## config.mk

```make
export PLATFORM = sky130hd
export DESIGN_NAME = err_status_reporter
export DESIGN_NICKNAME = d
export VERILOG_FILES = /design/src/design/err_status_pkg.sv /design/src/design/err_status_reporter.sv
export SDC_FILE = /design/constraint.sdc
export NUM_CORES = 1
export LEC_CHECK = 0
export ABC_CLOCK_PERIOD_IN_PS = 2000
export BUFFER_PORTS_ARGS = -buffer_cell sky130_fd_sc_hd__buf_2
export CELL_PAD_IN_SITES_DETAIL_PLACEMENT = 0
export CELL_PAD_IN_SITES_GLOBAL_PLACEMENT = 2
export CORE_MARGIN = 1.5
export CORE_UTILIZATION = 19
export CTS_BUF_LIST = sky130_fd_sc_hd__clkbuf_2
export DETAILED_ROUTE_END_ITERATION = 16
export PLACE_DENSITY = 0.94
export SYNTH_ARGS = -nofsm -noshare
export SYNTH_HDL_FRONTEND = slang
export SYNTH_SLANG_ARGS = --single-unit
export TNS_END_PERCENT = 50
```

## constraint.sdc

```tcl
create_clock -name ref_clk -period 2 [get_ports ref_clk]
set_input_delay 0.4 -clock ref_clk [delete_from_list [all_inputs] [get_ports ref_clk]]
set_output_delay 0.4 -clock ref_clk [all_outputs]
set_load 0.005 [all_outputs]
```

## src/design/err_status_pkg.sv

```systemverilog
// Constants and carriers for the host error status reporter.
// Assumes one 125 MHz clock and plain-port event inputs from controller logic.
package err_status_pkg;
    // Reject group bit positions
    localparam int unsigned REJ_CHAN_PARITY = 0;
    localparam int unsigned REJ_ILL_OPCODE = 1;
    localparam int unsigned REJ_MOD_ADDR = 2;
    localparam int unsigned REJ_ADDR_BOUNDS = 3;
    localparam int unsigned REJ_PARAM_BOUNDS = 4;
    localparam int unsigned REJ_ILL_PARAM = 5;
    localparam int unsigned REJ_MSG_SEQ = 6;
    localparam int unsigned REJ_MSG_LEN = 7;
    // Fault group bit positions
    localparam int unsigned FLT_CROSS_UNIT = 0;
    localparam int unsigned FLT_CTRL = 1;
    localparam int unsigned FLT_UNIT = 2;
    localparam int unsigned FLT_DIAG_RESULT = 3;
    localparam int unsigned FLT_OPER_REQ = 4;
    localparam int unsigned FLT_DIAG_REQ = 5;
    localparam int unsigned FLT_INT_MAINT = 6;
    localparam int unsigned FLT_POWER_FAIL = 7;
    localparam int unsigned FLT_RETRANSMIT = 8;
    // Access group bit positions
    localparam int unsigned ACC_ILL_PARALLEL = 0;
    localparam int unsigned ACC_UNINIT_MEDIA = 1;
    localparam int unsigned ACC_NO_SPARES = 2;
    localparam int unsigned ACC_NOT_READY = 3;
    localparam int unsigned ACC_WRITE_PROT = 4;
    localparam int unsigned ACC_NO_DATA = 5;
    localparam int unsigned ACC_UNREC_OVFL = 6;
    localparam int unsigned ACC_UNREC_DATA = 7;
    localparam int unsigned ACC_END_FILE = 8;
    localparam int unsigned ACC_END_VOLUME = 9;
    // Information group bit positions
    localparam int unsigned INF_OPER_REQ = 0;
    localparam int unsigned INF_DIAG_REQ = 1;
    localparam int unsigned INF_INT_MAINT = 2;
    localparam int unsigned INF_MEDIA_WEAR = 3;
    localparam int unsigned INF_LATENCY = 4;
    localparam int unsigned INF_AUTO_SPARE = 5;
    localparam int unsigned INF_REC_OVFL = 6;
    localparam int unsigned INF_MARGINAL = 7;
    localparam int unsigned INF_RECOVERABLE = 8;
    localparam int unsigned INF_MAINT_OVFL = 9;

    // Masks of bits that may ever be set in each group
    localparam logic [7:0] REJ_IMPL_MASK = 8'hff;
    localparam logic [8:0] FLT_IMPL_MASK = 9'h08e;
    localparam logic [9:0] ACC_IMPL_MASK = 10'h2c4;
    localparam logic [9:0] INF_IMPL_MASK = 10'h0b8;

    // Accepted addressing
    localparam logic [3:0] VOL_ONLY = 4'h0;
    localparam logic [3:0] UNIT_DISC = 4'h1;
    localparam logic [3:0] UNIT_CTRL = 4'hf;

    // Command classes as decoded by the opcode table
    typedef enum logic [1:0]
    {
        CMD_IMPL = 2'b00,
        CMD_NOOP = 2'b01,
        CMD_NONE = 2'b10
    } cmd_class_t;

    // One incoming command as seen by the checker
    typedef struct packed
    {
        logic valid;
        logic [7:0] opcode;
        logic [3:0] unit;
        logic [3:0] volume;
        logic param_ok;
    } cmd_t;

    // Full status report carried to the host side
    typedef struct packed
    {
        logic [7:0] reject;
        logic [8:0] fault;
        logic [9:0] access;
        logic [9:0] info;
    } status_t;
endpackage : err_status_pkg

```

## src/design/err_status_reporter.sv

```systemverilog
// Error status report bits gathered for the host status answer.
// Assumes event inputs are one-cycle pulses synchronous to ref_clk and that
// opcode classing comes from a table supplied as a parameter.
module err_status_reporter
    import err_status_pkg::*;
#(
    parameter logic [255:0] NOOP_OPS = 256'h0,
    parameter logic [255:0] IMPL_OPS = {256{1'b1}}
)
(
    input wire logic ref_clk,
    input wire logic sys_rst,
    input wire cmd_t cmd,
    input wire status_t raw_event,
    input wire logic clear_report,
    output status_t report,
    output logic report_pending
);
    status_t ev_d;
    status_t rep_d;
    status_t rep_q;
    cmd_class_t cls;
    wire logic addr_bad;
    wire logic opcode_bad;
    wire logic param_bad;

    // Opcode table lookup shared by both reject checks
    function automatic cmd_class_t class_of(input logic [7:0] op);
        if (NOOP_OPS[op])
            return CMD_NOOP;
        else if (IMPL_OPS[op])
            return CMD_IMPL;
        else
            return CMD_NONE;
    endfunction : class_of

    // Command checks
    assign cls = class_of(cmd.opcode);
    assign addr_bad = cmd.valid && ((cmd.volume != VOL_ONLY) ||
        ((cmd.unit != UNIT_DISC) && (cmd.unit != UNIT_CTRL)));
    assign opcode_bad = cmd.valid && (cls == CMD_NONE);
    // No-op commands do nothing else but still have parameters checked
    assign param_bad = cmd.valid && (cls != CMD_NONE) && !cmd.param_ok;

    // Merge events; the masks hold unsupported bits at zero forever,
    // so a faulty upstream source cannot leak them to the host.
    always_comb
    begin
        ev_d = raw_event;
        ev_d.reject[REJ_MOD_ADDR] = raw_event.reject[REJ_MOD_ADDR] | addr_bad;
        ev_d.reject[REJ_ILL_OPCODE] = raw_event.reject[REJ_ILL_OPCODE]
            | opcode_bad;
        ev_d.reject[REJ_ILL_PARAM] = raw_event.reject[REJ_ILL_PARAM]
            | param_bad;
        ev_d.reject = ev_d.reject & REJ_IMPL_MASK;
        ev_d.fault = ev_d.fault & FLT_IMPL_MASK;
        ev_d.access = ev_d.access & ACC_IMPL_MASK;
        ev_d.info = ev_d.info & INF_IMPL_MASK;
    end

    // Sticky: a new event in the clearing cycle survives the clear
    assign rep_d = clear_report ? ev_d : (rep_q | ev_d);

    // Report register
    always_ff @(posedge ref_clk or posedge sys_rst)
    begin
        if (sys_rst)
            rep_q <= '0;
        else
            rep_q <= rep_d;
    end

    assign report = rep_q;
    assign report_pending = |rep_q;

    chk_addr_reject: assert property (@(posedge ref_clk) disable iff (sys_rst)
        (cmd.valid && cmd.volume != VOL_ONLY) |=> report.reject[REJ_MOD_ADDR])
        else $error("addressing reject missed");
    chk_opcode_reject: assert property (@(posedge ref_clk) disable iff (sys_rst)
        opcode_bad |=> report.reject[REJ_ILL_OPCODE])
        else $error("illegal opcode missed");
    chk_noop_param: assert property (@(posedge ref_clk) disable iff (sys_rst)
        (cmd.valid && cls == CMD_NOOP && !cmd.param_ok)
        |=> report.reject[REJ_ILL_PARAM])
        else $error("illegal parameter missed");
    chk_unit_fault: assert property (@(posedge ref_clk) disable iff (sys_rst)
        raw_event.fault[FLT_UNIT] |=> report.fault[FLT_UNIT])
        else $error("unit fault missed");
    chk_diag_fault: assert property (@(posedge ref_clk) disable iff (sys_rst)
        raw_event.fault[FLT_DIAG_RESULT] |=> report.fault[FLT_DIAG_RESULT])
        else $error("diagnostic fault missed");
    chk_fault_clear: assert property (@(posedge ref_clk) disable iff (sys_rst)
        (report.fault & ~FLT_IMPL_MASK) == '0)
        else $error("unsupported fault bit set");
    chk_access_clear: assert property (@(posedge ref_clk) disable iff (sys_rst)
        (report.access & ~ACC_IMPL_MASK) == '0)
        else $error("unsupported access bit set");
    chk_info_clear: assert property (@(posedge ref_clk) disable iff (sys_rst)
        (report.info & ~INF_IMPL_MASK) == '0)
        else $error("unsupported info bit set");
    chk_sticky_hold: assert property (@(posedge ref_clk) disable iff (sys_rst)
        (report.reject[REJ_CHAN_PARITY] && !clear_report)
        |=> report.reject[REJ_CHAN_PARITY])
        else $error("sticky bit lost");
    cov_addr: cover property (@(posedge ref_clk) addr_bad);
    cov_opcode: cover property (@(posedge ref_clk) opcode_bad);
    cov_clear_set: cover property (@(posedge ref_clk)
        clear_report && (ev_d != '0));
endmodule : err_status_reporter

```

==> flow_metrics.py <==
metrics = {
    "synth": {
        "synth_area_leaders": "dfrtp_1 57%, a21o_1 15%, buf_4 15%",
        "synth-edff-count": 0,
        "netlist.area_leader.share_pct": 56.9,
        "syn_area_sq_um": 880,
        "synth_top_cells_by_count": "20 x dfrtp_1, 18 x a21o_1, 17 x buf_4",
        "synth_cells": 74,
        "synth_flop_cell": "dfrtp_1",
        "ys_ff_latch": 20,
        "ys_seq_area_share_pct": 56.9,
        "synthArstFlopShare_pct": 100,
        "synth_cell_types": 13,
        "ys_warn_count": 0,
        "yosysMostFrequentCell": "dfrtp_1",
        "syn_area_per_cell_sq_um": 11.9,
        "yosysTopAreaCell": "dfrtp_1",
    },
    "run_status": {
        "status": "complete, no violations",
    },
    "clock_tree": {
        "root_buffer": "clkbuf_2",
        "htree_levels": 1,
        "tritoncts": "built",
        "clock_latency_ns": 0.30,
        "hold_buffers": 0,
        "cts_buffers": 3,
        "clock-sinks": 20,
        "clk_pin_slew_ns": 0.19,
        "clockBufferDepth": 2,
    },
    "grt": {
        "grt_use_total_pct": 7.57,
        "grt_pass1_vias": 655,
        "grt_pass1_wl_mm": 2.98,
        "grt_max_degree": 21,
        "antenna_found_initial": 0,
        "globalRouteOverflowTotal": 0,
    },
    "floorplanning": {
        "ios": 96,
        "coreArea_sq_um": 4410,
        "fp-row-count": 24,
        "fp.dieH_um": 71.0,
        "die_area_sq_um": 5050,
        "initial_utilization_pct": 19.9,
        "die_w_um": 71.0,
    },
    "sta": {
        "drv_slew": 0,
        "holdWs_ns": 0.199,
        "finalCriticalPeriod_ns": 1.84,
        "fmax_mhz": 543,
        "fin_crit_sh_pct": 92.1,
        "worst_pin_slew_ns": 0.772,
        "finalHoldViolCount": 0,
        "final.setup.worst_slack_ns": 0.157,
        "finalClockSkew_ns": 0,
        "relSlewSlack_pct": 48.4,
        "setup_viol": 0,
    },
    "pwr": {
        "p_sw_share_pct": 27.0,
        "pwr-share-comb_pct": 15.3,
        "p_sw_mw": 0.197,
        "power.internal_mw": 0.532,
        "power.density_nw_per_um2": 616,
        "p_leak_nw": 0.618,
        "clockPowerShare_pct": 22.1,
        "seqPwrFrac_pct": 62.6,
        "irDropWorstVdd_mv": 0.178,
    },
    "final_layout": {
        "largest_reg_flops": 20,
        "drive_above_1_share_pct": 47.7,
        "antenna_cells": 0,
        "synthToLayoutAreaGrowth_pct": 34.7,
        "layout.nets": 188,
        "finish.utilization_pct": 26.8,
        "fin_area_sq_um": 1180,
    },
    "run": {
        "maxCapViolations": 0,
    },
    "setup_path": {
        "worstRegToRegCells": 1,
        "cp-start-kind": "register",
        "regToRegSetupSlack_ns": 1.15,
        "critPathKind": "reg2out",
        "path_max_fanout": 3,
        "cp-end-kind": "output port",
        "r2r-start": "report[31]",
        "critPathRequiredTime_ns": 1.60,
        "worst_ep_arrival_time_ns": 1.44,
        "r2r-end": "report[31]",
    },
    "detailed_routing": {
        "drt_first_pass_iters": 2,
        "antenna_left": 0,
        "vias": 722,
        "wl_mm": 1.90,
        "first_iter_violations": 6,
        "wl_per_cell_um": 10.5,
        "viasPerCell": 4.01,
        "post-route-drc-count": 0,
    },
    "placement": {
        "postPlaceCellArea_sq_um": 1130,
        "dp_hpwl_mm": 1.50,
        "numPortBuffers": 53,
        "gp_congestion": 0.644,
        "place_ws_ns": 0.429,
    },
    "hold_path": {
        "hp-class": "in2async",
    },
}
what timing repair did:
action | 4_1_cts | 5_1_grt
gates resized for setup | 0 | 4
setup endpoints to repair | 0 | 1
buffers inserted | 0 | 1
endpoints found under the hold margin | 0 | 0
metrics by stage:
step / power [mW] / TNS (ns) / std cells
after floorplan: 0.527 / 0 / 90
after global placement: 0.569 / 0 / 176
after detailed placement: 0.571 / 0 / 176
after CTS: 0.746 / 0 / 179
after global routing: 0.794 / -0.00798 / 180
final: 0.729 / 0 / 180
metal layers:
metal	global-route usage, %	part of all wire (%)	vias to the layer above
li1	-	-	336
met1	9.41	44	334
met2	12.5	46	52
met3	2.42	9.7	0
met4	2.52	0	0
met5	0	0	-
logic make-up after synthesis:
family | count (synthesis) | share of synthesized area (%)
buf+inv | 22 | 16.6
compound gates | 21 | 18.5
flops | 20 | 56.9
simple gates | 10 | 7.54
other cells | 1 | 0.426
cells in the final DEF, fill, tap and decap left out, drive strengths merged:
cell | synthesis | layout
a21o | 18 | 18
a221o | 2 | 2
and3 | 2 | 2
buf | 17 | 54
clkbuf | 2 | 3
conb | 1 | 17
dfrtp | 20 | 20
inv | 3 | 3
nand3 | 1 | 1
nor3 | 1 | 1
nor4 | 6 | 6
o211ai | 1 | 1
area by class of cell:
cell class / count / area [sq um]
clock buffer: 3 / 15.0
fill: 461 / 3230
inverter: 3 / 11.3
multi-input combinational: 48 / 320
sequential: 20 / 500
tap: 52 / 65.1
timing repair buffer: 54 / 273
power by group through the flow:
stage	Sequential (mW)	Clock [mW]	Combinational, mW
after floorplan	0.461	0	0.0661
after global placement	0.460	0	0.109
after detailed placement	0.460	0	0.111
after CTS	0.453	0.182	0.111
after global routing	0.462	0.206	0.126
final	0.457	0.161	0.111
worst max-delay path: stages, from the launching register on:
cell     delay (ns)
dfrtp_1        0.44
nor4_2         0.30
and3_1         0.20
nand3_1        0.07
buf_2          0.14
how the worst max path moves through the flow:
stage                          start             end  slack [ns]  cells past startpoint
after floorplan            report[3]  report_pending        0.74                      3
after global placement    report[21]  report_pending        0.43                      4
after detailed placement   report[3]  report_pending        0.43                      4
after CTS                 report[19]  report_pending        0.01                      4
after global routing      report[19]  report_pending      -0.008                      4
final                      report[3]  report_pending        0.16                      4
Note: power is estimated with default switching activity, not from simulation.
